==> config.mk <==
export PLATFORM = sky130hd
export DESIGN_NAME = tcoc_timer
export DESIGN_NICKNAME = d
export VERILOG_FILES = /design/src/hdl/tcoc_pkg.sv /design/src/hdl/tcoc_timer.sv
export SDC_FILE = /design/constraint.sdc
export NUM_CORES = 1
export LEC_CHECK = 0
export BUFFER_PORTS_ARGS = -buffer_cell sky130_fd_sc_hd__buf_2
export CAP_MARGIN = 20
export CORE_MARGIN = 2
export CORE_UTILIZATION = 52
export CTS_CLUSTER_SIZE = 24
export DETAILED_ROUTE_END_ITERATION = 8
export GPL_TIMING_DRIVEN = 0
export PLACE_DENSITY = 0.76
export RECOVER_POWER = 100
export SLEW_MARGIN = 20
export SYNTH_ARGS = -nofsm -noshare
export SYNTH_HDL_FRONTEND = slang
export SYNTH_SLANG_ARGS = --single-unit
==> constraint.sdc <==
create_clock -name clk -period 5.9 [get_ports clk]
set_clock_uncertainty 0.1 [all_clocks]
set_input_delay 0.59 -clock clk [delete_from_list [all_inputs] [get_ports clk]]
set_output_delay 0.59 -clock clk [all_outputs]
set_load 0.03 [all_outputs]
==> src/hdl/tcoc_pkg.sv <==
// Constants shared by the 8-bit timer/counter with two compare channels.
package tcoc_pkg;

  // Register byte offsets on the Wishbone bus.
  localparam logic [7:0] OFS_COUNT   = 8'h00;
  localparam logic [7:0] OFS_CMP_A   = 8'h04;
  localparam logic [7:0] OFS_CMP_B   = 8'h08;
  localparam logic [7:0] OFS_CTRL_A  = 8'h0c;
  localparam logic [7:0] OFS_CTRL_B  = 8'h10;
  localparam logic [7:0] OFS_MASK    = 8'h14;
  localparam logic [7:0] OFS_FLAGS   = 8'h18;

  // Field positions in timer_control_a.
  localparam int CTA_WGM_POS  = 0;
  localparam int CTA_COMB_POS = 4;
  localparam int CTA_COMA_POS = 6;

  // Field positions in timer_control_b.
  localparam int CTB_CS_POS   = 0;
  localparam int CTB_WGM2_POS = 3;
  localparam int CTB_FOCB_POS = 6;
  localparam int CTB_FOCA_POS = 7;

  // Bit positions in timer_irq_flags and timer_irq_mask.
  localparam int FLG_OVF   = 0;
  localparam int FLG_CMP_A = 1;
  localparam int FLG_CMP_B = 2;

  // Reset values.
  localparam logic [7:0] RST_BYTE = 8'h00;
  localparam logic [9:0] RST_PSC  = 10'h000;

  // Count extremes.
  localparam logic [7:0] CNT_BOTTOM = 8'h00;
  localparam logic [7:0] CNT_MAX    = 8'hff;

  // Prescaler taps, as the number of low prescaler bits that must be ones.
  localparam int PSC_W       = 10;
  localparam int DIV8_BITS   = 3;
  localparam int DIV64_BITS  = 6;
  localparam int DIV256_BITS = 8;
  localparam int DIV1024_BITS = 10;

  // Clock select codes.
  localparam logic [2:0] CS_STOP     = 3'h0;
  localparam logic [2:0] CS_DIV1     = 3'h1;
  localparam logic [2:0] CS_DIV8     = 3'h2;
  localparam logic [2:0] CS_DIV64    = 3'h3;
  localparam logic [2:0] CS_DIV256   = 3'h4;
  localparam logic [2:0] CS_DIV1024  = 3'h5;
  localparam logic [2:0] CS_EXT_FALL = 3'h6;
  localparam logic [2:0] CS_EXT_RISE = 3'h7;

  // Waveform mode codes.
  localparam logic [2:0] WGM_NORMAL   = 3'h0;
  localparam logic [2:0] WGM_PC_MAX   = 3'h1;
  localparam logic [2:0] WGM_CTC      = 3'h2;
  localparam logic [2:0] WGM_FAST_MAX = 3'h3;
  localparam logic [2:0] WGM_PC_OCA   = 3'h5;
  localparam logic [2:0] WGM_FAST_OCA = 3'h7;

  // Compare output field codes.
  localparam logic [1:0] COM_OFF    = 2'h0;
  localparam logic [1:0] COM_TOGGLE = 2'h1;
  localparam logic [1:0] COM_CLEAR  = 2'h2;
  localparam logic [1:0] COM_SET    = 2'h3;

endpackage

==> src/hdl/tcoc_timer.sv <==
// Timer/counter with two compare channels behind a Wishbone slave.
//
// Chosen here: register access over Wishbone and the register offsets.
`timescale 1ns/10ps
module tcoc_timer (
  input  wire logic        clk,
  input  wire logic        rstn,
  input  wire logic        wb_cyc_i,
  input  wire logic        wb_stb_i,
  input  wire logic        wb_we_i,
  input  wire logic [7:0]  wb_adr_i,
  input  wire logic [3:0]  wb_sel_i,
  input  wire logic [31:0] wb_dat_i,
  output logic      [31:0] wb_dat_o,
  output logic             wb_ack_o,
  input  wire logic        ext_count_pin,
  input  wire logic        irq_ack_ovf,
  input  wire logic        irq_ack_cmp_a,
  input  wire logic        irq_ack_cmp_b,
  output logic             irq_ovf,
  output logic             irq_cmp_a,
  output logic             irq_cmp_b,
  output logic             wave_out_a,
  output logic             wave_out_b,
  output logic             wave_oe_a,
  output logic             wave_oe_b
);
  import tcoc_pkg::*;

  typedef struct packed {
    logic [7:0]       cnt;
    logic [7:0]       ocr_a;
    logic [7:0]       ocr_b;
    logic [7:0]       buf_a;
    logic [7:0]       buf_b;
    logic [1:0]       com_a;
    logic [1:0]       com_b;
    logic [2:0]       wgm;
    logic [2:0]       cs;
    logic [2:0]       msk;
    logic [2:0]       flg;
    logic             oc_a;
    logic             oc_b;
    logic             down;
    logic             blk;
    logic [PSC_W-1:0] psc;
    logic             ext_q;
    logic             ack;
    logic [7:0]       rdat;
  } tcoc_state_t;

  tcoc_state_t st_r;
  tcoc_state_t st_nxt;

  logic       req;
  logic       wr;
  logic [7:0] wd;
  logic       tick;
  logic       pwm;
  logic       phase;
  logic       fast;
  logic [7:0] top;
  logic       hit_a;
  logic       hit_b;
  logic       frc_a;
  logic       frc_b;
  logic       wrap;
  logic       upd;
  logic [2:0] fset;
  logic [2:0] fclr;
  logic       wr_cnt;

  // Picks the timer tick from the prescaler taps or the pin edge.
  function automatic logic tick_of(logic [2:0] cs, logic [PSC_W-1:0] p,
                                   logic q, logic pin);
    logic t;
    t = 1'b0;
    case (cs)
      CS_DIV1:     t = 1'b1;
      CS_DIV8:     t = &p[DIV8_BITS-1:0];
      CS_DIV64:    t = &p[DIV64_BITS-1:0];
      CS_DIV256:   t = &p[DIV256_BITS-1:0];
      CS_DIV1024:  t = &p[DIV1024_BITS-1:0];
      CS_EXT_FALL: t = q & ~pin;
      CS_EXT_RISE: t = ~q & pin;
      default:     t = 1'b0;
    endcase
    return t;
  endfunction

  // Next state of one waveform output for a match, force or wrap event.
  function automatic logic wave_step(logic oc, logic [1:0] com,
                                     logic [2:0] wgm, logic hit,
                                     logic frc, logic wr_p, logic dn,
                                     logic chan_a);
    logic v;
    v = oc;
    if (wgm == WGM_PC_MAX || wgm == WGM_PC_OCA) begin
      // Phase correct: clear or set on match, flipped when counting down.
      if (hit && com[1]) begin
        v = com[0] ^ dn;
      end
    end else if (wgm == WGM_FAST_MAX || wgm == WGM_FAST_OCA) begin
      if (hit) begin
        if (com[1]) begin
          v = com[0];
        end else if (com == COM_TOGGLE && chan_a && wgm == WGM_FAST_OCA) begin
          v = ~oc;
        end
      end
      // At bottom the output returns to its idle level.
      if (wr_p && com[1]) begin
        v = ~com[0];
      end
    end else if (hit || frc) begin
      case (com)
        COM_TOGGLE: v = ~oc;
        COM_CLEAR:  v = 1'b0;
        COM_SET:    v = 1'b1;
        default:    v = oc;
      endcase
    end
    return v;
  endfunction

  // Mode decode and the selected timer tick.
  assign phase = (st_r.wgm == WGM_PC_MAX) || (st_r.wgm == WGM_PC_OCA);
  assign fast  = (st_r.wgm == WGM_FAST_MAX) || (st_r.wgm == WGM_FAST_OCA);
  assign pwm   = phase | fast;
  assign top   = (st_r.wgm == WGM_FAST_OCA || st_r.wgm == WGM_PC_OCA) ?
                 st_r.ocr_a : CNT_MAX;
  assign tick  = tick_of(st_r.cs, st_r.psc, st_r.ext_q,
                         ext_count_pin);

  // Bus request decode; writes land on the edge where ack is seen.
  assign req    = wb_cyc_i & wb_stb_i;
  assign wr     = req & st_r.ack & wb_we_i & wb_sel_i[0];
  assign wd     = wb_dat_i[7:0];
  assign wr_cnt = wr && wb_adr_i[7:2] == OFS_COUNT[7:2];

  // Match, force and extreme events for this cycle.
  always_comb begin
    hit_a = tick && st_r.cnt == st_r.ocr_a && !st_r.blk;
    hit_b = tick && st_r.cnt == st_r.ocr_b && !st_r.blk;
    frc_a = wr && wb_adr_i[7:2] == OFS_CTRL_B[7:2] &&
            wd[CTB_FOCA_POS] && !pwm;
    frc_b = wr && wb_adr_i[7:2] == OFS_CTRL_B[7:2] &&
            wd[CTB_FOCB_POS] && !pwm;
    wrap  = tick && fast && st_r.cnt == top;
    upd   = (fast && wrap) ||
            (phase && tick && !st_r.down && st_r.cnt == top);
  end

  // Next state: counter, compares, flags, outputs and the bus slave.
  always_comb begin
    st_nxt       = st_r;
    st_nxt.psc   = st_r.psc + 10'h001;
    st_nxt.ext_q = ext_count_pin;
    st_nxt.ack   = req & ~st_r.ack;
    fset         = 3'h0;
    fclr         = 3'h0;

    // Counting sequence on each tick.
    if (tick) begin
      st_nxt.blk = 1'b0;
      if (phase) begin
        if (!st_r.down) begin
          if (st_r.cnt == top) begin
            st_nxt.down = 1'b1;
            st_nxt.cnt  = (top == CNT_BOTTOM) ? CNT_BOTTOM :
                          st_r.cnt - 8'h01;
          end else begin
            st_nxt.cnt = st_r.cnt + 8'h01;
          end
        end else if (st_r.cnt == CNT_BOTTOM) begin
          st_nxt.down   = 1'b0;
          st_nxt.cnt    = st_r.cnt + 8'h01;
          fset[FLG_OVF] = 1'b1;
        end else begin
          st_nxt.cnt = st_r.cnt - 8'h01;
        end
      end else if (fast) begin
        if (st_r.cnt == top) begin
          st_nxt.cnt    = CNT_BOTTOM;
          fset[FLG_OVF] = 1'b1;
        end else begin
          st_nxt.cnt = st_r.cnt + 8'h01;
        end
      end else if (st_r.wgm == WGM_CTC && st_r.cnt == st_r.ocr_a) begin
        st_nxt.cnt = CNT_BOTTOM;
      end else begin
        st_nxt.cnt = st_r.cnt + 8'h01;
      end
      if (!pwm && st_r.cnt == CNT_MAX && st_nxt.cnt == CNT_BOTTOM) begin
        fset[FLG_OVF] = 1'b1;
      end
    end

    // Real matches raise compare flags; forced ones do not.
    fset[FLG_CMP_A] = hit_a;
    fset[FLG_CMP_B] = hit_b;

    // Buffered compare values move to the active registers.
    if (upd) begin
      st_nxt.ocr_a = st_r.buf_a;
      st_nxt.ocr_b = st_r.buf_b;
    end

    // Waveform outputs.
    st_nxt.oc_a = wave_step(st_r.oc_a, st_r.com_a, st_r.wgm, hit_a,
                            frc_a, wrap, st_r.down, 1'b1);
    st_nxt.oc_b = wave_step(st_r.oc_b, st_r.com_b, st_r.wgm, hit_b,
                            frc_b, wrap, st_r.down, 1'b0);

    // Register writes; a count write overrides the tick above.
    if (wr) begin
      case (wb_adr_i[7:2])
        OFS_COUNT[7:2]: begin
          st_nxt.cnt = wd;
          st_nxt.blk = 1'b1;
        end
        OFS_CMP_A[7:2]: begin
          st_nxt.buf_a = wd;
          if (!pwm) begin
            st_nxt.ocr_a = wd;
          end
        end
        OFS_CMP_B[7:2]: begin
          st_nxt.buf_b = wd;
          if (!pwm) begin
            st_nxt.ocr_b = wd;
          end
        end
        OFS_CTRL_A[7:2]: begin
          st_nxt.com_a      = wd[CTA_COMA_POS +: 2];
          st_nxt.com_b      = wd[CTA_COMB_POS +: 2];
          st_nxt.wgm[1:0]   = wd[CTA_WGM_POS +: 2];
        end
        OFS_CTRL_B[7:2]: begin
          st_nxt.cs     = wd[CTB_CS_POS +: 3];
          st_nxt.wgm[2] = wd[CTB_WGM2_POS];
        end
        OFS_MASK[7:2]: begin
          st_nxt.msk = wd[2:0];
        end
        OFS_FLAGS[7:2]: begin
          fclr = wd[2:0];
        end
        default: begin
        end
      endcase
    end

    // Serviced interrupts clear their flag; a new set wins.
    fclr = fclr | {irq_ack_cmp_b, irq_ack_cmp_a, irq_ack_ovf};
    st_nxt.flg = (st_r.flg & ~fclr) | fset;

    // Read data is captured in the cycle the request arrives.
    if (req && !st_r.ack) begin
      case (wb_adr_i[7:2])
        OFS_COUNT[7:2]:  st_nxt.rdat = st_r.cnt;
        OFS_CMP_A[7:2]:  st_nxt.rdat = st_r.buf_a;
        OFS_CMP_B[7:2]:  st_nxt.rdat = st_r.buf_b;
        OFS_CTRL_A[7:2]: st_nxt.rdat = {st_r.com_a, st_r.com_b, 2'h0,
                                        st_r.wgm[1:0]};
        OFS_CTRL_B[7:2]: st_nxt.rdat = {4'h0, st_r.wgm[2], st_r.cs};
        OFS_MASK[7:2]:   st_nxt.rdat = {5'h00, st_r.msk};
        OFS_FLAGS[7:2]:  st_nxt.rdat = {5'h00, st_r.flg};
        default:         st_nxt.rdat = RST_BYTE;
      endcase
    end
  end

  // State register; everything clears on reset.
  always_ff @(posedge clk or negedge rstn) begin
    if (!rstn) begin
      st_r <= '0;
    end else begin
      st_r <= st_nxt;
    end
  end

  // Outputs.
  assign wb_ack_o   = st_r.ack;
  assign wb_dat_o   = {24'h000000, st_r.rdat};
  assign irq_ovf    = st_r.flg[FLG_OVF] & st_r.msk[FLG_OVF];
  assign irq_cmp_a  = st_r.flg[FLG_CMP_A] & st_r.msk[FLG_CMP_A];
  assign irq_cmp_b  = st_r.flg[FLG_CMP_B] & st_r.msk[FLG_CMP_B];
  assign wave_out_a = st_r.oc_a;
  assign wave_out_b = st_r.oc_b;
  assign wave_oe_a  = st_r.com_a != COM_OFF;
  assign wave_oe_b  = st_r.com_b != COM_OFF;

  // A stopped timer keeps its count unless software writes it.
  a_stop_holds: assert property (
    @(posedge clk) disable iff (!rstn)
    (st_r.cs == CS_STOP && !wr_cnt) |=> $stable(st_r.cnt))
    else $error("count moved while stopped");

  // A count write wins over the tick in the same cycle.
  a_write_wins: assert property (
    @(posedge clk) disable iff (!rstn)
    wr_cnt |=> st_r.cnt == $past(wb_dat_i[7:0]))
    else $error("count write lost");

  // Writing one clears a flag when nothing sets it.
  a_flag_clear: assert property (
    @(posedge clk) disable iff (!rstn)
    (wr && wb_adr_i[7:2] == OFS_FLAGS[7:2] && wd[FLG_CMP_A] && !hit_a)
    |=> !st_r.flg[FLG_CMP_A])
    else $error("flag not cleared by one");

  // Writing zero never clears a flag.
  a_zero_keeps: assert property (
    @(posedge clk) disable iff (!rstn)
    (wr && wb_adr_i[7:2] == OFS_FLAGS[7:2] && wd[2:0] == 3'h0 &&
     !irq_ack_ovf && !irq_ack_cmp_a && !irq_ack_cmp_b)
    |=> st_r.flg == ($past(st_r.flg) | $past(fset)))
    else $error("flag lost on zero write");

  // Flag A rises only from an unblocked tick with a match.
  a_match_blocked: assert property (
    @(posedge clk) disable iff (!rstn)
    $rose(st_r.flg[FLG_CMP_A]) |->
      $past(tick) && !$past(st_r.blk) &&
      $past(st_r.cnt) == $past(st_r.ocr_a))
    else $error("compare flag without valid match");

  // A forced match without a tick leaves flags and count alone.
  a_force_quiet: assert property (
    @(posedge clk) disable iff (!rstn)
    (frc_a && !tick) |=> $stable(st_r.cnt) && !$rose(st_r.flg[FLG_CMP_A]))
    else $error("force disturbed flag or count");

  // Clear-on-match mode returns to zero after matching A.
  a_ctc_clear: assert property (
    @(posedge clk) disable iff (!rstn)
    (st_r.wgm == WGM_CTC && tick && st_r.cnt == st_r.ocr_a && !wr_cnt)
    |=> st_r.cnt == CNT_BOTTOM)
    else $error("counter not cleared on match");

  // Normal mode flags overflow as the count wraps to zero.
  a_normal_ovf: assert property (
    @(posedge clk) disable iff (!rstn)
    (st_r.wgm == WGM_NORMAL && tick && st_r.cnt == CNT_MAX && !wr_cnt)
    |=> st_r.cnt == CNT_BOTTOM && st_r.flg[FLG_OVF])
    else $error("overflow missed at wrap");

  // Outside PWM the active compare follows a bus write at once.
  a_direct_cmp: assert property (
    @(posedge clk) disable iff (!rstn)
    (wr && wb_adr_i[7:2] == OFS_CMP_B[7:2] && !pwm)
    |=> st_r.ocr_b == $past(wb_dat_i[7:0]))
    else $error("compare B not written directly");

endmodule

; After elaboration in Yosys (flattened, before gate mapping)
; Index checks and enable logic that the tools add are counted.
[word_totals]
regBits = 80
[op_classes]
addsub = 3
eq_ne = 34
muxes = 58
bitwise_logic = 24
reduce_logical = 56
[ops]
columns = cell, n
row1 = $mux 8, 18
row2 = $pmux 8 s7, 1
row3 = $mux 53, 1
row4 = $mux 1, 28
row5 = $eq 8x8->1, 3
row6 = $logic_and 1x1->1, 24
row7 = $logic_not 8->1, 3
row8 = $eq 3x3->1 const B, 6
row9 = $eq 6x3->1 const B, 3
row10 = $mux 16, 1
row11 = $eq 3x2->1 const B, 4
row12 = $eq 6x2->1 const B, 2
row13 = $mux 3, 4
row14 = $reduce_and 2->1, 6
row15 = $add 10x1->10 const B, 1
row16 = $and 1x1->1, 10
row17 = $reduce_and 10->1, 1
row18 = $reduce_and 5->1, 2
row19 = $reduce_bool 5->1, 2
row20 = $add 8x1->8 const B, 1
row21 = $eq 2x2->1 const B, 4
row22 = $eq 8x8->1 const B, 1
row23 = $ne 4x2->1 const B, 2
row24 = $reduce_and 8->1, 1
row25 = 24 further kinds, 46

; Logic depth before layout (Yosys ltp)
; Gate-level depths: netlist of run 1.
[logic_depth]
word_depth = 14
ltp_mapped = 10
depth_no_buf = 8

; Worst setup path before layout of run 1
; Ideal clock, no wire load.
[synth_path]
path_kind = input port to flip-flop
startpoint = input port wb_adr_i[5]
endpoint = register st_r[62] in the netlist's numbering
arrival_ns = 2.428
path_slack_ns = 3.239
stages = 6
n_path_buf = 1
cell_sequence = or3_1 > nor4_2 > nand3_1 > nor2_1 > clkbuf_1 > o21ai_1
[synth_lines]
columns = element, line
row1 = "start, declared", tcoc_timer.sv:11  ; input wire logic [7:0] wb_adr_i,
row2 = "end signal, assigned", tcoc_timer.sv:279  ; st_r <= st_nxt;
row3 = "end, declared", tcoc_timer.sv:52  ; tcoc_state_t st_r;

==> flow_metrics.tcl, run 1 <==
set metrics [dict create \
    cts_made_buffers 9 \
    max_freq_mhz 229 \
    r2r-end "st_r[67]" \
    critPathMaxFanout 10 \
    netlist-cell-type-count 71 \
    async_flop_share_pct 100 \
    via_per_inst 5.99 \
    drv_cap 0 \
    wl_um 14200 \
    crit_top_cell "clkbuf_1" \
    first_pass_iters 5 \
    yosysWarningCount 0 \
    area_growth_pct 11.6 \
    worstPathRequired_ns 6.01 \
    grt_max_degree 59 \
    hpwl_um 10200 \
    gp_congestion 1.01 \
    outcome "completed" \
    clk_latency_ns 0.36 \
    hold_path.class "input port to flop" \
    tightestPinTransition_ns 1.36 \
    die_area_um2 10600 \
    clk_pin_slew_worst_paths_ns 0.10 \
    peakVddDrop_mv 0.195 \
    diodes 0 \
    synth_top_family_by_area "simple AND/OR/NAND/NOR gates" \
    grt_first_pass_wirelength_um 23000 \
    criticalPathCategory "flop to flop" \
    powerDensity_nw_per_um2 199 \
    core.rowCount 36 \
    holdWs_ns 0.265 \
    period_minus_slack_ns 4.36 \
    cts_tree "done" \
    port_buffers 34 \
    synth_simple_gate_area_share_pct 18.3 \
    cts.htree.levels 3 \
    ys_seq_area_share_pct 39.1 \
    syn_inst 543 \
    drt_iter0_markers 371 \
    slew_violations 0 \
    crit_path_cell_trace "clkbuf_1, xnor2_1, a22oi_1, a221o_1, a211oi_1, and3_1, clkbuf_1, clkbuf_1, mux2i_1, o21ai_0" \
    antenna_found_initial 0 \
    synth_edf_count 0 \
    cts.path.max_buffers 2 \
    rsz0062_at_grt "no" \
    cp.arrival_ns 4.47 \
    path_buf_inv 3 \
    cts_sinks 80 \
    syn_avg_cell_area_um2 9.42 \
    fp.dieW_um 103 \
    fin_tns_setup_ns 0 \
    layout.nets 670 \
    critical_path.top_delay_family "buffers and inverters" \
    ant_nets 0 \
    syn_area_um2 5110 \
    postLayoutSetupSlackWorst_ns 1.54 \
    reg2reg_from "st_r[72]" \
    synth_mux_area_share_pct 12.9 \
    dr_total_vias 4494 \
    pin_count 93 \
    reg2reg_depth 10 \
    crit_path_start_kind "flop" \
    synth_flop_cell "dfrtp_1" \
    r2r_slack_ns 1.54 \
    drive_gt1_share_pct 18.0 \
    slowest_delay_ns 0.73 \
    wire_per_inst_um 18.9 \
    gr-total-overflow 0 \
    drc_errors 0 \
    whs_endpoint "st_r[9]" \
    final_hold_viol_count 0 \
    grt_pass1_vias 4464 \
    min_path_cells 1 \
    fin_util_pct 59.2 \
    ys_ff_latch 80 \
    synth_compound_area_share_pct 14.9 \
    end_kind "flop" \
    ctsHoldBuffers 0 \
    clockRootBuffer "clkbuf_8" \
    synth_adder_area_share_pct 1.22 \
    slowest_stage "a211oi_1" \
    max_slew_margin_pct 9.21 \
    cts_resized 0 \
    holdCritStartpoint "ext_count_pin" \
    setup_viol 0 \
    initial_utilization_pct 53.1 \
    die_height_um 103 \
    place_ws_ns 2.51 \
    grtUsageTotal_pct 28.8 \
    p_leak_nw 2.48 \
    coreArea_um2 9640 \
    synth_xor_area_share_pct 4.45 \
    finalCritPeriodShare_pct 73.9 \
    post_cts_buffers 0 \
]
==> metrics by stage <==
stage               cell area, µm²  instances  power, W
global placement              5540        733  0.000705
finish                        5710        750   0.00114
detailed placement            5570        734  0.000709
floorplan                     5200        566  0.000664
CTS                           5780        750   0.00114
global route                  5710        750   0.00118
==> registers in the layout, indices dropped and copies added (netlist names) <==
signal and flops:
wb_dat_o 8, wave_out_a 1, st_r 69, wb_ack_o 1, wave_out_b 1
==> synth_stat cells, drive strengths merged (4+ instances only) <==
| library cell | number | area, µm² |
|---|---|---|
| xor2 | 11 | 96.3 |
| o22ai | 8 | 50.1 |
| and2 | 8 | 50.1 |
| nor2b | 7 | 43.8 |
| ha | 5 | 62.6 |
| mux2i | 22 | 220 |
| a22oi | 4 | 30.0 |
| a31oi | 9 | 56.3 |
| a21oi | 20 | 100 |
| nand2b | 6 | 37.5 |
| dfrtp | 80 | 2000 |
| nor2 | 27 | 101 |
| xnor2 | 15 | 131 |
| buf | 41 | 312 |
| nor4 | 7 | 50.1 |
| nand3 | 27 | 135 |
| mux4 | 5 | 113 |
| nor3 | 11 | 60.1 |
| nand4 | 7 | 43.8 |
| or3 | 4 | 25.0 |
| mux2 | 29 | 327 |
| a22o | 5 | 43.8 |
| o21ai | 35 | 175 |
| inv | 14 | 52.6 |
| o31ai | 6 | 45.0 |
| and3 | 7 | 43.8 |
| nand2 | 51 | 199 |
| clkbuf | 25 | 93.8 |
==> cell type report <==
class,count,area [µm²]
tap,133,166
timing repair buffer,35,174
sequential,80,2000
inverter,14,52.6
clock inverter,7,87.6
multi-input combinational,406,2720
fill,894,3930
clock buffer,9,124
buffer,66,382
==> layout by cell type (no fill, tap or decap), types with 3 or more instances in the layout <==
cell type and count:
dfrtp_1 80, nand2_1 50, clkbuf_1 46, buf_4 32, o21ai_0 31, mux2_2 28
nand3_1 27, nor2_1 27, conb_1 24, mux2i_1 22, buf_2 20, a21oi_1 20
xnor2_1 15, inv_1 14, xor2_1 11, nor3_1 10, a31oi_1 9, clkbuf_8 9
o22ai_1 8, nor4_1 7, nor2b_1 7, nand4_1 7, and3_1 7, nand2b_1 6
and2_1 6, o31ai_1 6, a22o_1 5, mux4_2 5, ha_1 5, or3_1 4
a22oi_1 4, o21ai_1 4, o2111ai_1 3, or2_2 3, o221ai_1 3, inv_6 3
==> how the worst max path moves through the flow <==
stage / to / startpoint / slack (ns) / cells past startpoint
floorplan: st_r[62] / wb_adr_i[5] / 3.24 / 6
global placement: st_r[63] / wb_adr_i[5] / 2.61 / 7
detailed placement: st_r[56] / wb_adr_i[5] / 2.51 / 8
CTS: st_r[24] / st_r[72] / 2.77 / 8
global route: st_r[67] / st_r[72] / 1.32 / 10
finish: st_r[67] / st_r[72] / 1.54 / 10
==> cells by family (layout without fill, tap and decap cells) <==
logic type	after synthesis	after routing
and+or+nand+nor	179	179
AOI/OAI and AO/OA	116	116
DFF	80	80
buffers and inverters	80	131
muxes	56	56
xor gates and xnor gates	26	26
adders and majority gates	5	5
other	1	24
==> metal layers <==
metal | wire length [µm] | track usage [%] | vias up
met4 | 679 | 16.5 | 0
met3 | 991 | 4.54 | 47
met2 | 6400 | 44.8 | 227
met5 | 0 | 0 | -
li1 | - | - | 2045
met1 | 6080 | 38.3 | 2175
==> power by group <==
group / internal [W] / switching (W)
Clock: 0.000204 / 0.000235
Sequential: 0.000554 / 0.00000468
Combinational: 0.0000459 / 0.0000944
Power figures use the tool's default switching activity.
==> run 2, diff against run 1 <==
- CORE_UTILIZATION: 52 -> 51
- PLACE_DENSITY: 0.76 -> 0.78
- clock period: 5.9 -> 3.95 ns (I/O delays scaled with it)
==> flow_metrics.tcl, run 2 (synthesized netlist as in run 1, its figures left out) <==
set metrics [dict create \
    grtUsageTotal_pct 26.5 \
    layout_common_cells "dfrtp_1 (80), nand2_1 (50), clkbuf_1 (45)" \
    die_height_um 104 \
    outcome "completed" \
    fp.dieW_um 104 \
    gr-total-overflow 0 \
    ctsHoldBuffers 1 \
    slowest_delay_ns 0.74 \
    cts_tree "done" \
    diodes 0 \
    criticalPathCategory "flop to flop" \
    finalCritPeriodShare_pct 88.9 \
    drv_cap 0 \
    post_cts_buffers 0 \
    via_per_inst 5.93 \
    fin_tns_setup_ns 0 \
    grt_first_pass_wirelength_um 22800 \
    grt_pass1_vias 4360 \
    cts_made_buffers 9 \
    drc_errors 0 \
    reg2reg_from "st_r[72]" \
    slew_violations 0 \
    largest_reg_flops 69 \
    max_slew_margin_pct 2.72 \
    startpoint "st_r[72]" \
    max_freq_mhz 285 \
    period_minus_slack_ns 3.51 \
    largest_register "st_r" \
    cts.htree.levels 3 \
    die_area_um2 10800 \
    drive_gt1_share_pct 18.6 \
    pin_count 93 \
    core.rowCount 36 \
    port_buffers 34 \
    min_path_cells 1 \
    coreArea_um2 9770 \
    whs_endpoint "st_r[9]" \
    area_growth_pct 12.0 \
    holdCritStartpoint "ext_count_pin" \
    cts.path.max_buffers 2 \
    r2r_slack_ns 0.44 \
    layout.nets 671 \
    worstPathRequired_ns 4.06 \
    critPathMaxFanout 10 \
    final_hold_viol_count 0 \
    clk_pin_slew_worst_paths_ns 0.10 \
    peakVddDrop_mv 0.237 \
    layout_commonest_cell "dfrtp_1" \
    p_leak_nw 2.49 \
    gp_congestion 0.941 \
    power_w 0.00170 \
    initial_utilization_pct 52.3 \
    wl_um 14000 \
    wire_per_inst_um 18.6 \
    cp.arrival_ns 3.62 \
    tightestPinTransition_ns 1.46 \
    dr_total_vias 4455 \
    cts_sinks 80 \
    drt_iter0_markers 384 \
    ant_nets 0 \
    powerDensity_nw_per_um2 296 \
    hpwl_um 10200 \
    cts_resized 0 \
    r2r-end "st_r[75]" \
    hold_path.class "input port to flop" \
    antenna_found_initial 0 \
    rsz0062_at_grt "no" \
    slowest_stage "o311ai_0" \
    grt_max_degree 54 \
    crit_path_start_kind "flop" \
    dp_cells 734 \
    first_pass_iters 5 \
    final_cells 751 \
    end_kind "flop" \
    clk_latency_ns 0.36 \
    reg2reg_depth 8 \
    clockRootBuffer "clkbuf_8" \
    crit_path_cell_trace "clkbuf_1, xnor2_1, a22oi_1, a221o_2, o311ai_0, nand2_1, a211oi_1, o31ai_1" \
    setup_viol 0 \
]
run 2: critical path, delay by kind of cell (launching register included):
kind | cells | cell delay, ns
flip-flops | 1 | 0.38
XOR/XNOR | 1 | 0.21
AO/OA/AOI/OAI | 5 | 1.82
buffers and inverters | 1 | 0.51
AND/OR/NAND/NOR | 1 | 0.35
run 2: layer usage:
| layer | global-route usage (%) | wire [µm] | vias up |
|---|---|---|---|
| met4 | 9.46 | 284 | 0 |
| met2 | 41.4 | 6360 | 220 |
| li1 | - | - | 2049 |
| met1 | 36.3 | 6110 | 2161 |
| met3 | 5.89 | 1230 | 25 |
| met5 | 0 | 0 | - |
run 2: where the power goes:
group	internal (W)	switching (W)
sequential	0.000828	0.00000690
combinational	0.0000671	0.000141
clock	0.000320	0.000334
total	0.00121	0.000482
run 2: final cells by class:
type	instances	area (µm²)
Fill cell	876	4050
Multi-Input combinational cell	406	2730
Sequential cell	80	2000
Buffer	66	398
Tap cell	133	166
Timing Repair Buffer	36	163
Clock buffer	10	138
Clock inverter	6	75.1
Inverter	14	52.6
run 2: worst max-delay path by stage:
stage                     cells after the start        to
after global placement                        8  st_r[24]
after CTS                                     8  st_r[75]
after global routing                          8  st_r[75]
after detailed placement                      8  st_r[61]
final                                         8  st_r[75]
after floorplan                              10  st_r[64]
run 2: stage by stage:
step / setup slack [ns] / cell area, µm² / util (%) / hold slack [ns]
after floorplan: 1.37 / 5200 / - / -0.000591
after global placement: 0.787 / 5540 / 56.6 / 0.352
after detailed placement: 0.709 / 5570 / 57.0 / 0.239
after CTS: 0.743 / 5790 / 59.2 / 0.0566
after global routing: 0.297 / 5730 / 58.6 / 0.0659
final: 0.437 / 5730 / 58.6 / 0.0611
==> run 3, diff against run 2 <==
- CORE_UTILIZATION: 51 -> 52
- PLACE_DENSITY: 0.78 -> 0.76
- clock period: 3.95 -> 3.7 ns (I/O delays scaled with it)
==> flow_metrics.tcl, run 3 (synthesized netlist as in run 1, its figures left out) <==
set metrics [dict create \
    outcome "completed" \
    grt_max_degree 59 \
    setup_viol 0 \
    core.rowCount 36 \
    fp.dieW_um 103 \
    layout_commonest_cell "dfrtp_1" \
    hpwl_um 10200 \
    crit_path_cell_trace "clkbuf_1, nand2_4, a211o_1, a221o_1, a211oi_4, and3_1, clkbuf_2, buf_12, mux2i_1, o21ai_1" \
    clk_pin_slew_worst_paths_ns 0.10 \
    cts_tree "done" \
    clk_latency_ns 0.37 \
    drv_cap 0 \
    p_leak_nw 2.48 \
    end_kind "flop" \
    cts_sinks 80 \
    worstPathRequired_ns 3.83 \
    cp.arrival_ns 3.55 \
    placed_cell_area_um2 5570 \
    ant_nets 0 \
    wire_per_inst_um 18.8 \
    gp_congestion 1.01 \
    crit_path_start_kind "flop" \
    via_per_inst 5.96 \
    seqCellArea_um2 2000 \
    reg2reg_from "st_r[33]" \
    antenna_found_initial 0 \
    r2r_slack_ns 0.28 \
    cts_made_buffers 9 \
    die_area_um2 10600 \
    layout.nets 671 \
    layout_common_cells "dfrtp_1 (80), nand2_1 (50), clkbuf_1 (45)" \
    grtUsageTotal_pct 28.8 \
    slowest_delay_ns 0.48 \
    max_freq_mhz 292 \
    drc_errors 0 \
    fin_tns_setup_ns 0 \
    coreArea_um2 9640 \
    drive_gt1_share_pct 18.3 \
    port_buffers 34 \
    finalCritPeriodShare_pct 92.5 \
    slew_violations 0 \
    largest_reg_flops 69 \
    grt_first_pass_wirelength_um 23000 \
    first_pass_iters 7 \
    ctsHoldBuffers 1 \
    max_slew_margin_pct 2.46 \
    critPathMaxFanout 10 \
    grt_pass1_vias 4462 \
    final_hold_viol_count 0 \
    slowest_stage "a221o_1" \
    die_height_um 103 \
    cts_resized 0 \
    r2r-end "st_r[67]" \
    period_minus_slack_ns 3.42 \
    tightestPinTransition_ns 1.46 \
    area_growth_pct 11.8 \
    pin_count 93 \
    diodes 0 \
    criticalPathCategory "flop to flop" \
    largest_register "st_r" \
    rsz0062_at_grt "no" \
    nFillCells 891 \
    gr-total-overflow 0 \
    powerDensity_nw_per_um2 317 \
    cts.htree.levels 3 \
    post_cts_buffers 0 \
    holdCritStartpoint "ext_count_pin" \
    reg2reg_depth 10 \
    hold_path.class "input port to flop" \
    wl_um 14100 \
    cts.path.max_buffers 2 \
    multi_input_area_um2 2730 \
    drt_iter0_markers 371 \
    final_area_um2 5720 \
    peakVddDrop_mv 0.310 \
    clockRootBuffer "clkbuf_8" \
    cp-endpoint "st_r[67]" \
    initial_utilization_pct 53.1 \
    startpoint "st_r[33]" \
    dr_total_vias 4476 \
]
run 3: per-layer routing:
metal / up-vias / wire (µm) / global-route usage [%]
met1: 2174 / 6100 / 38.4
met3: 45 / 969 / 4.54
met2: 213 / 6400 / 44.8
met5: - / 0 / 0
li1: 2044 / - / -
met4: 0 / 670 / 16.5
run 3: final cells by class:
type	instances	area share [%]
inverters	14	0.919
repair buffers	36	2.82
well taps	133	2.91
plain buffers	66	6.85
clock inverters	7	1.53
flip-flops and latches	80	35.0
clock buffers	9	2.17
multi-input cells	406	47.8
run 3: worst min path at each step:
stage / end / cells after the start
6_report: st_r[9] / 1
5_1_grt: st_r[9] / 1
4_1_cts: st_r[9] / 1
3_5_place_dp: st_r[16] / 1
3_3_place_gp: st_r[19] / 1
2_1_floorplan: st_r[10] / 0
run 3: metrics by stage:
step / utilization [%] / setup WS, ns / hold slack (ns) / instances / power, W
after floorplan: - / 1.12 / -0.0256 / 566 / 0.00106
after global placement: 57.4 / 0.587 / 0.361 / 733 / 0.00112
after detailed placement: 57.7 / 0.526 / 0.192 / 734 / 0.00113
after CTS: 60.0 / 0.571 / 0.0254 / 751 / 0.00182
after global routing: 59.3 / 0.178 / 0.0405 / 751 / 0.00188
final: 59.3 / 0.278 / 0.0389 / 751 / 0.00181
run 3: power breakdown:
group	switching [W]	internal (W)
combinational	0.000151	0.0000710
sequential	0.00000740	0.000884
clock	0.000376	0.000325
run 3: critical path: cells and delay by family (launching register included):
kind | cells | cell delay (ns)
buffers and inverters | 3 | 0.91
and+or+nand+nor | 2 | 0.35
muxes | 1 | 0.21
DFF | 1 | 0.43
AOI/OAI and AO/OA | 4 | 1.28
